[src/core/dtc_map.vh]
// Purpose: constants for the control block
// Assumes: 32-bit bus words, 16-bit registers in the low half
// Notes: byte address is four times the register index
`ifndef DTC_MAP_VH
`define DTC_MAP_VH
// ==========================================================
// Register indexes and byte addresses
`define DTC_IDX_TRIG 4'h4
`define DTC_IDX_CAL 4'h6
`define DTC_IDX_AOUT 4'h8
`define DTC_ADDR_TRIG 8'h10
`define DTC_ADDR_CAL 8'h18
`define DTC_ADDR_AOUT 8'h20
// ==========================================================
// Trigger register fields
`define DTC_TRG_XCLR 7
`define DTC_TRG_LOW_THRESHOLD_ENABLE 8
`define DTC_TRG_HIGH_THRESHOLD_ENABLE 9
`define DTC_TRG_HPOL 10
`define DTC_TRG_ARM 11
`define DTC_TRG_FFM 12
`define DTC_TRG_TBSEL 13
`define DTC_TRG_PRE 6
`define DTC_TRG_LATCHED 7
`define DTC_TRG_IDXDONE 12
// ==========================================================
// Calibration register fields
`define DTC_CAL_TRIM 8
`define DTC_CAL_POT 9
`define DTC_CAL_UPD 10
`define DTC_CAL_SRC_LO 11
`define DTC_CAL_EN 14
`define DTC_CAL_SDI 15
`define DTC_CAL_CODE_RST 8'h7F
// ==========================================================
// Analog output control fields
`define DTC_AO_ECLR 0
`define DTC_AO_EN 1
`define DTC_AO_START 2
`define DTC_AO_PACER_LO 3
`define DTC_AO_FAST_LO 5
`define DTC_AO_RANGE_LO 8
// ==========================================================
// Acquisition FIFO sizes in samples
`define DTC_FIFO_FULL 16'h0200
`define DTC_FIFO_HALF 16'h0100
`endif

[src/core/dtc_ahb_slave.v]
// Purpose: AHB-Lite slave front end
// Assumes: single word transfers, zero wait states
// Notes: response always OKAY; unmapped reads give zero
`timescale 1ns/1ns
`include "dtc_map.vh"
module dtc_ahb_slave (
    // Clock and reset
    input wire clk_i,
    input wire rst_i,
    // AHB-Lite
    input wire hsel_i,
    input wire [7:0] haddr_i,
    input wire [1:0] htrans_i,
    input wire hwrite_i,
    input wire [2:0] hsize_i,
    input wire hready_i,
    input wire [31:0] hwdata_i,
    output wire [31:0] hrdata_o,
    output wire hreadyout_o,
    output wire hresp_o,
    // Register side
    output wire wr_o,
    output wire [7:0] addr_o,
    output wire [15:0] wdata_o,
    input wire [15:0] rdata_i
);
    reg wr_q;
    reg [7:0] addr_q;
    wire take;
    assign take = hsel_i & htrans_i[1] & hready_i;
    always @(posedge clk_i) begin
        if (rst_i) begin
            wr_q <= 1'b0;
            addr_q <= 8'h00;
        end else begin
            wr_q <= take & hwrite_i;
            if (take) begin
                addr_q <= haddr_i;
            end
        end
    end
    // Read data combinational in the data phase
    assign hrdata_o = {16'h0000, rdata_i};
    assign hreadyout_o = 1'b1;
    assign hresp_o = 1'b0;
    assign wr_o = wr_q;
    assign addr_o = addr_q;
    assign wdata_o = hwdata_i[15:0];
endmodule

[src/core/dtc_ctrl.v]
// Purpose: trigger, calibration and analog output control registers
// Assumes: 20 MHz clk_i, synchronous active-high reset, AHB-Lite register access
// Notes: comparator results and the external trigger are asynchronous pins
//
// Local design decision: register access over AHB-Lite.
`timescale 1ns/1ns
`include "dtc_map.vh"
// Overview of operation
// writing 1 to trigger bit 7 clears the trigger latch; latch reads bit 7.
// no threshold enables: polarity bit picks negative or positive hysteresis.
// single enable: low-only triggers below low, high-only triggers above high.
// both enables: trigger high inside the threshold window, low outside.
// software programs high threshold via output 1, low via output 0, high>=low.
// a full acquisition FIFO is 512 samples, half is 256.
// normal mode arming; mode bit 1 small counts start counter on pacer.
// counts above one FIFO: arm when remaining under one FIFO, start on half-full.
// pre-trigger small counts: arm after index done; mode 1 starts by software.
// timebase bit 1 picks internal 10MHz, 0 picks external counter clock pin.
// trigger bit 12 reads 1 once pre-trigger index counter has completed.
// calibration bits 7:0 are the offset code, mid-scale 7Fh by default.
// trim DAC and potentiometer selects; bit 15 is their serial data.
// offset DAC converts the code when update is 1, holds when 0.
// three-bit calibration source picks ground, references, or output voltages.
// calibration enable routes selected source into analog input channel 0.
// writing 1 to output bit 0 clears the latched output-FIFO-empty flag.
// output enable bit enables both analog output channels.
// start bit runs FIFO output, or arms for external trigger; 0 disables.
// output pacer field bits 4:3: software, internal, falling, rising.
// fast mode field bits 6:5: off, channel 0, channel 1, both.
// per-channel range field: bipolar 5V, bipolar 10V, unipolar 5V, unipolar 10V.
// comparator results are synchronised before the trigger mode decode.
module dtc_ctrl (
    // Clock and reset
    input wire clk_i,
    input wire rst_i,
    // AHB-Lite slave
    input wire hsel_i,
    input wire [7:0] haddr_i,
    input wire [1:0] htrans_i,
    input wire hwrite_i,
    input wire [2:0] hsize_i,
    input wire hready_i,
    input wire [31:0] hwdata_i,
    output wire [31:0] hrdata_o,
    output wire hreadyout_o,
    output wire hresp_o,
    // Analog trigger comparators and external trigger
    input wire above_high_i,
    input wire below_low_i,
    input wire ext_trigger_i,
    output wire analog_trigger_o,
    // Acquisition arming and sample counter
    input wire index_count_done_i,
    input wire adc_fifo_half_full_i,
    input wire adc_pacer_i,
    input wire sw_counter_start_i,
    output wire pretrigger_enable_o,
    output wire acq_armed_o,
    output wire sample_counter_start_o,
    // User counter 0 timebase
    input wire osc_10mhz_i,
    input wire counter0_external_timebase_i,
    output wire counter0_clock_o,
    // Calibration
    output wire [7:0] offset_cal_code_o,
    output wire offset_dac_update_o,
    output wire [7:0] offset_dac_value_o,
    output wire trim_dac_select_o,
    output wire trim_pot_select_o,
    output wire trim_serial_in_o,
    output wire [2:0] cal_source_select_o,
    output wire [7:0] cal_source_onehot_o,
    output wire cal_route_enable_o,
    // Analog output control
    input wire out_fifo_empty_i,
    input wire output_external_trigger_i,
    input wire output_external_trigger_used_i,
    output wire analog_out_enable_o,
    output wire output_running_o,
    output wire output_armed_o,
    output wire [1:0] output_pacer_source_o,
    output wire [1:0] output_fast_mode_o,
    output wire [1:0] ch0_output_range_select_o,
    output wire [1:0] ch1_output_range_select_o
);
    // ==========================================================
    // Bus front end
    wire wr;
    wire [7:0] addr;
    wire [15:0] wdata;
    reg [15:0] rdata;
    dtc_ahb_slave u_bus (
        .clk_i(clk_i),
        .rst_i(rst_i),
        .hsel_i(hsel_i),
        .haddr_i(haddr_i),
        .htrans_i(htrans_i),
        .hwrite_i(hwrite_i),
        .hsize_i(hsize_i),
        .hready_i(hready_i),
        .hwdata_i(hwdata_i),
        .hrdata_o(hrdata_o),
        .hreadyout_o(hreadyout_o),
        .hresp_o(hresp_o),
        .wr_o(wr),
        .addr_o(addr),
        .wdata_o(wdata),
        .rdata_i(rdata)
    );
    wire wr_trig = wr & (addr == `DTC_ADDR_TRIG);
    wire wr_cal = wr & (addr == `DTC_ADDR_CAL);
    wire wr_aout = wr & (addr == `DTC_ADDR_AOUT);

    // ==========================================================
    // Asynchronous inputs
    wire [3:0] sync_q;
    dtc_sync3 #(
        .W(4)
    ) u_sync (
        .clk_i(clk_i),
        .rst_i(rst_i),
        .d_i({output_external_trigger_i, ext_trigger_i, below_low_i, above_high_i}),
        .q_o(sync_q)
    );
    wire above_high = sync_q[0];
    wire below_low = sync_q[1];
    wire ext_trig = sync_q[2];
    wire out_ext_trig = sync_q[3];

    // ==========================================================
    // Trigger register
    reg low_en_q;
    reg high_en_q;
    reg hpol_q;
    reg arm_q;
    reg ffm_q;
    reg tbsel_q;
    reg pre_q;
    reg latched_q;
    reg ext_trig_d1_q;
    reg analog_trigger_input_q;
    reg analog_trigger_input_d;
    always @(posedge clk_i) begin
        if (rst_i) begin
            low_en_q <= 1'b0;
            high_en_q <= 1'b0;
            hpol_q <= 1'b0;
            arm_q <= 1'b0;
            ffm_q <= 1'b0;
            tbsel_q <= 1'b0;
            pre_q <= 1'b0;
        end else if (wr_trig) begin
            low_en_q <= wdata[`DTC_TRG_LOW_THRESHOLD_ENABLE];
            high_en_q <= wdata[`DTC_TRG_HIGH_THRESHOLD_ENABLE];
            hpol_q <= wdata[`DTC_TRG_HPOL];
            arm_q <= wdata[`DTC_TRG_ARM];
            ffm_q <= wdata[`DTC_TRG_FFM];
            tbsel_q <= wdata[`DTC_TRG_TBSEL];
            pre_q <= wdata[`DTC_TRG_PRE];
        end
    end
    // Trigger edge sets, a same-cycle clear loses to it
    wire ext_rise = ext_trig & ~ext_trig_d1_q;
    always @(posedge clk_i) begin
        if (rst_i) begin
            ext_trig_d1_q <= 1'b0;
            latched_q <= 1'b0;
        end else begin
            ext_trig_d1_q <= ext_trig;
            if (ext_rise) begin
                latched_q <= 1'b1;
            end else if (wr_trig & wdata[`DTC_TRG_XCLR]) begin
                latched_q <= 1'b0;
            end
        end
    end

    // ==========================================================
    // Analog trigger mode decode
    always @* begin
        analog_trigger_input_d = analog_trigger_input_q;
        case ({high_en_q, low_en_q})
            2'b00: begin
                if (!hpol_q) begin
                    if (above_high) begin
                        analog_trigger_input_d = 1'b1;
                    end else if (below_low) begin
                        analog_trigger_input_d = 1'b0;
                    end
                end else begin
                    if (below_low) begin
                        analog_trigger_input_d = 1'b1;
                    end else if (above_high) begin
                        analog_trigger_input_d = 1'b0;
                    end
                end
            end
            2'b01: analog_trigger_input_d = below_low;
            2'b10: analog_trigger_input_d = above_high;
            2'b11: analog_trigger_input_d = ~above_high & ~below_low;
            default: analog_trigger_input_d = 1'b0;
        endcase
    end
    // Thresholds come from the output channels
    always @(posedge clk_i) begin
        if (rst_i) begin
            analog_trigger_input_q <= 1'b0;
        end else begin
            analog_trigger_input_q <= analog_trigger_input_d;
        end
    end
    assign analog_trigger_o = analog_trigger_input_q;

    // ==========================================================
    // FIFO arming and sample counter start
    // Software picks the mode from counts against 512 and 256
    reg start_q;
    reg start_d;
    always @* begin
        start_d = 1'b0;
        if (arm_q) begin
            if (!ffm_q) begin
                start_d = adc_fifo_half_full_i; // see R7
            end else if (!pre_q) begin
                start_d = adc_pacer_i;
            end else begin
                start_d = sw_counter_start_i & index_count_done_i;
            end
        end
    end
    always @(posedge clk_i) begin
        if (rst_i) begin
            start_q <= 1'b0;
        end else begin
            start_q <= start_d;
        end
    end
    assign acq_armed_o = arm_q;
    assign pretrigger_enable_o = pre_q;
    assign sample_counter_start_o = start_q;

    // Combinational mux; glitch-free switching left to the counter
    assign counter0_clock_o = tbsel_q ? osc_10mhz_i : counter0_external_timebase_i;

    // ==========================================================
    // Calibration register
    reg [15:0] cal_q;
    reg [7:0] offset_dac_q;
    always @(posedge clk_i) begin
        if (rst_i) begin
            cal_q <= {8'h00, `DTC_CAL_CODE_RST};
            offset_dac_q <= `DTC_CAL_CODE_RST;
        end else begin
            if (wr_cal) begin
                cal_q <= wdata;
            end
            if (cal_q[`DTC_CAL_UPD]) begin
                offset_dac_q <= cal_q[7:0];
            end
        end
    end
    assign offset_cal_code_o = cal_q[7:0];
    assign offset_dac_update_o = cal_q[`DTC_CAL_UPD];
    assign offset_dac_value_o = offset_dac_q;
    assign trim_dac_select_o = cal_q[`DTC_CAL_TRIM];
    assign trim_pot_select_o = cal_q[`DTC_CAL_POT];
    assign trim_serial_in_o = cal_q[`DTC_CAL_SDI];
    assign cal_source_select_o = cal_q[`DTC_CAL_SRC_LO+2:`DTC_CAL_SRC_LO];
    assign cal_route_enable_o = cal_q[`DTC_CAL_EN];
    // One-hot source switches, all open unless routing on
    genvar g;
    generate
        for (g = 0; g < 8; g = g + 1) begin : cal_source_select
            localparam [2:0] SRC = g;
            assign cal_source_onehot_o[g] = cal_q[`DTC_CAL_EN] &
                (cal_q[`DTC_CAL_SRC_LO+2:`DTC_CAL_SRC_LO] == SRC); // see R15
        end
    endgenerate

    // ==========================================================
    // Analog output control
    reg en_q;
    reg start_bit_q;
    reg [1:0] pacer_q;
    reg [1:0] fast_q;
    reg [3:0] range_q;
    reg empty_q;
    reg run_q;
    always @(posedge clk_i) begin
        if (rst_i) begin
            en_q <= 1'b0;
            start_bit_q <= 1'b0;
            pacer_q <= 2'b00;
            fast_q <= 2'b00;
            range_q <= 4'h0;
        end else if (wr_aout) begin
            en_q <= wdata[`DTC_AO_EN];
            start_bit_q <= wdata[`DTC_AO_START];
            pacer_q <= wdata[`DTC_AO_PACER_LO+1:`DTC_AO_PACER_LO];
            fast_q <= wdata[`DTC_AO_FAST_LO+1:`DTC_AO_FAST_LO];
            range_q <= wdata[`DTC_AO_RANGE_LO+3:`DTC_AO_RANGE_LO];
        end
    end
    always @(posedge clk_i) begin
        if (rst_i) begin
            empty_q <= 1'b0;
        end else if (out_fifo_empty_i & run_q) begin
            empty_q <= 1'b1;
        end else if (wr_aout & wdata[`DTC_AO_ECLR]) begin
            empty_q <= 1'b0;
        end
    end
    // Start runs at once or waits for the external trigger
    always @(posedge clk_i) begin
        if (rst_i) begin
            run_q <= 1'b0;
        end else if (!start_bit_q) begin
            run_q <= 1'b0;
        end else if (!output_external_trigger_used_i | out_ext_trig) begin
            run_q <= 1'b1;
        end
    end
    assign analog_out_enable_o = en_q;
    assign output_running_o = run_q;
    assign output_armed_o = start_bit_q & ~run_q;
    assign output_pacer_source_o = pacer_q;
    assign output_fast_mode_o = fast_q;
    assign ch0_output_range_select_o = range_q[1:0];
    assign ch1_output_range_select_o = range_q[3:2];

    // ==========================================================
    // Read back; calibration is write-only
    always @* begin
        rdata = 16'h0000;
        if (addr == `DTC_ADDR_TRIG) begin
            rdata[`DTC_TRG_LATCHED] = latched_q;
            rdata[`DTC_TRG_IDXDONE] = index_count_done_i;
        end else if (addr == `DTC_ADDR_AOUT) begin
            rdata[0] = empty_q;
        end
    end
endmodule

[src/core/dtc_sync3.v]
// Purpose: three-stage synchroniser
// Assumes: asynchronous input
// Notes: first stage feeds only the second
`timescale 1ns/1ns
module dtc_sync3 #(
    parameter W = 2
) (
    // Clock and reset
    input wire clk_i,
    input wire rst_i,
    // Data
    input wire [W-1:0] d_i,
    output wire [W-1:0] q_o
);
    reg [W-1:0] s1_q;
    reg [W-1:0] s2_q;
    reg [W-1:0] s3_q;
    reg [W-1:0] out_q;
    genvar g;
    always @(posedge clk_i) begin
        if (rst_i) begin
            s1_q <= {W{1'b0}};
            s2_q <= {W{1'b0}};
            s3_q <= {W{1'b0}};
        end else begin
            s1_q <= d_i;
            s2_q <= s1_q;
            s3_q <= s2_q;
        end
    end
    generate
        for (g = 0; g < W; g = g + 1) begin : agree
            always @(posedge clk_i) begin
                if (rst_i) begin
                    out_q[g] <= 1'b0;
                end else if (s2_q[g] == s3_q[g]) begin
                    out_q[g] <= s3_q[g];
                end
            end
        end
    endgenerate
    assign q_o = out_q;
endmodule

[config.mk]
export PLATFORM = sky130hd
export DESIGN_NAME = dtc_ctrl
export DESIGN_NICKNAME = d
export VERILOG_FILES = /design/src/core/dtc_ahb_slave.v /design/src/core/dtc_ctrl.v /design/src/core/dtc_sync3.v
export VERILOG_INCLUDE_DIRS = /design/src /design/src/core
export SDC_FILE = /design/constraint.sdc
export NUM_CORES = 1
export LEC_CHECK = 0
export BUFFER_PORTS_ARGS = -buffer_cell sky130_fd_sc_hd__buf_2
export CAP_MARGIN = 30
export CORE_MARGIN = 2
export CORE_UTILIZATION = 40
export CTS_BUF_LIST = sky130_fd_sc_hd__clkbuf_2
export DETAILED_ROUTE_END_ITERATION = 6
export GPL_ROUTABILITY_DRIVEN = 0
export PLACE_DENSITY = 0.84
export SKIP_CTS_REPAIR_TIMING = 1
export SLEW_MARGIN = 20
export SYNTH_ARGS = -nofsm -noshare
export SYNTH_HDL_FRONTEND = slang
export SYNTH_SLANG_ARGS = --single-unit
[constraint.sdc]
create_clock -name clk_i -period 1.3 [get_ports clk_i]
set_input_delay 0.195 -clock clk_i [delete_from_list [all_inputs] [get_ports clk_i]]
set_output_delay 0.195 -clock clk_i [all_outputs]
set_load 0.01 [all_outputs]
==> run summary <==
Buf/Inv on CP - 1
Die Y - 89.5 um
GR Util met3 - 4.52%
Worst Path Arrival - 1.64 ns
CTS clock-pin slew for the worst setup and hold paths - 0.18 ns
reg-to-reg startpoint - u_bus.addr_o[3]$_SDFFE_PP0P_
CP Capture Type - output port
drt total wl - 7170 um
Layout Skew - 0.0234 ns
first-pass GRT wire length - 8940 um
Ant. Diodes - 0
routed vias/inst - 4.66
final setup fails - 45
Detail Route Antenna Nets - 0
library cells used by synthesis - 34
met1 Track Usage GR - 16.8%
failing checks - setup timing
IO buf count - 92
Stages on worst setup path - 4
Peak VDD IR - 0.593 mV
Top delay family on crit path - simple AND/OR/NAND/NOR gates
leakage - 1.87 nW
share of flip-flops with an asynchronous set or reset - 0%
Critical Path RT - 1.11 ns
die width - 89.5 um
vias after detailed routing - 2571
Iter 0 DRT Violations - 72
Starting Density - 40.7%
final hold violations - 0
drt wl/cell - 13.0 um
setup TNS - -6.21 ns
H-tree depth - 3
crit share post-route - 142%
grt total ovfl - 0
Global Route Usage Sum - 14.6%
syn avg cell area - 9.36 um2
Longest Clk Path Bufs - 2
CTS Sinks - 72
crit path kind - register to output port
Max-cap violations - 0
Setup crit start - u_bus.addr_o[3]$_SDFFE_PP0P_
residual DRC count - 0
CTS tree - yes
Worst Hold Launch - out_fifo_empty_i
final period demand of the worst path - 1.84 ns
RSZ-0062 raised after global routing - yes
vias in the first global route - 1997
PwrDens - 854 nW/um2
PnR worst setup slack - -0.540 ns
HPWL after detailed placement - 4320 um
crit path max fanout - 3
Post-Synthesis Cells - 312
largest net degree at the start of global routing - 47
Worst setup SP type - register
met2 usage in global routing - 24.5%
Max Slew Vio Count - 0
core area - 7180 um2
Post-synth EDFFs - 0
Worst path slowest cell - dfxtp_2
status - finished, violations left
fill count - 621
initial antenna violation count - 0
cts bufs inserted - 9
crit path cell chain - nor4_4, and3_4, and2_1, buf_2
area delta synth->final - 41.3%
max incr delay on CP - 0.37 ns
die footprint - 8000 um2
register area share after synthesis - 49.3%
Synth Flop Type - dfxtp_1
YS warnings - 0
Hold Crit Depth - 3
Power, Total - 0.00353 W
Detailed Routing Iterations Pass 1 - 4
Clk Latency, worst-skew pair - 0.47 ns
Root Driver - clkbuf_2
nets - 512
#FFs+latches synth - 72
row count - 31
share of cells above drive strength 1 - 38.2%
WHS - 0.0572 ns
fmax - 544 MHz
Min-Delay Path Class - input pin to register
Post-Syn Area - 2920 um2
grt peak-use layer - met2
I/O pin total - 144
Worst R2R Path Depth - 6
[through the flow]
stage / setup slack [ns] / util, % / instances / instance area (um2)
floorplan: -0.169 / - / 341 / 3040
global placement: -0.128 / 47.9 / 498 / 3430
detailed placement: -0.145 / 47.9 / 498 / 3430
CTS: -0.586 / 48.8 / 512 / 3500
global route: -0.637 / 57.5 / 552 / 4130
finish: -0.540 / 57.5 / 552 / 4130
[layout make-up]
type	count	area [um2]	share of cell area (%)
Tap cell	99	124	3.00
Sequential cell	72	1480	35.8
Clock inverter	2	8.76	0.212
Clock buffer	12	60.1	1.45
Timing Repair Buffer	144	1060	25.7
Multi-Input combinational cell	221	1390	33.7
Inverter	2	7.51	0.182
[synthesized netlist by cell type (all sizes together), types with 3 or more instances]
library cell  instances  area, um2
nand2b                6       37.5
mux2i                27        270
nor3                 10       50.1
a21oi                22        110
clkbuf                7       26.3
nand3                 3       20.0
nor2b                24        150
nand2                24       90.1
nor2                 44        165
o21ai                 6       30.0
a211o                 7       61.3
and3                  4       25.0
dfxtp                72       1440
buf                  39        295
[worst reg2reg max path: cells and delay by family, from the launching register on]
kind	cells	cell delay, ns
simple gates	3	0.53
flops	1	0.37
buf+inv	2	0.29
mux	1	0.20
[cells in the final DEF, fill, tap and decap left out, types with 2 or more instances in the layout]
master and instances:
a211o_1 7, a21oi_1 19, a21oi_2 3, and3_4 3, buf_12 4, buf_2 86, buf_4 10, buf_6 11
clkbuf_2 12, conb_1 31, dfxtp_1 54, dfxtp_2 12, dfxtp_4 6, dlygate4sd3_1 31, inv_1 2, mux2i_1 27
nand2_1 21, nand2_2 2, nand2b_1 3, nand2b_4 3, nand3_1 2, nor2_1 42, nor2_2 2, nor2b_1 22
nor2b_2 2, nor3_1 3, nor3_2 6, o21ai_0 5
[registers in the layout (all words and copies together) (netlist names), 2 cells and up]
register and cells:
u_bus.addr_o 8, cal_q 16, u_sync.s2_q 4, output_pacer_source_o 2, offset_dac_value_o 8, output_fast_mode_o 2, u_sync.s1_q 4, u_sync.q_o 4
range_q 4, u_sync.s3_q 4
[report_power, final]
| part | internal, W | total (W) | leakage, nW | switching (W) |
|---|---|---|---|---|
| clock | 0.000248 | 0.000945 | 0.0553 | 0.000697 |
| combinational | 0.000174 | 0.000345 | 1.23 | 0.000171 |
| sequential | 0.00222 | 0.00224 | 0.591 | 0.0000161 |
[kinds of logic after synthesis]
group	count (synthesis)	share of synthesized area, %
mux	28	9.64
simple gates	121	20.9
compound gates	41	8.57
flops	72	49.3
buf+inv	48	11.3
other cells	2	0.257
[routing by layer]
| layer | part of all wire [%] | vias up | wire, um |
|---|---|---|---|
| li1 | - | 1259 | - |
| met1 | 40 | 1198 | 2840 |
| met2 | 52 | 92 | 3740 |
| met3 | 5.0 | 22 | 355 |
| met4 | 3.1 | 0 | 225 |
| met5 | 0 | - | 0 |
[path summary, 6_finish.rpt]
path,to,slack (ns)
min,empty_q$_SDFFE_PP0P_,0.06
max reg2reg,hpol_q$_SDFFE_PP0P_,-0.16
max,hrdata_o[0],-0.54
min reg2reg,output_running_o$_SDFFE_PP0P_,0.44
No activity file was read; power rests on OpenSTA's default activity.
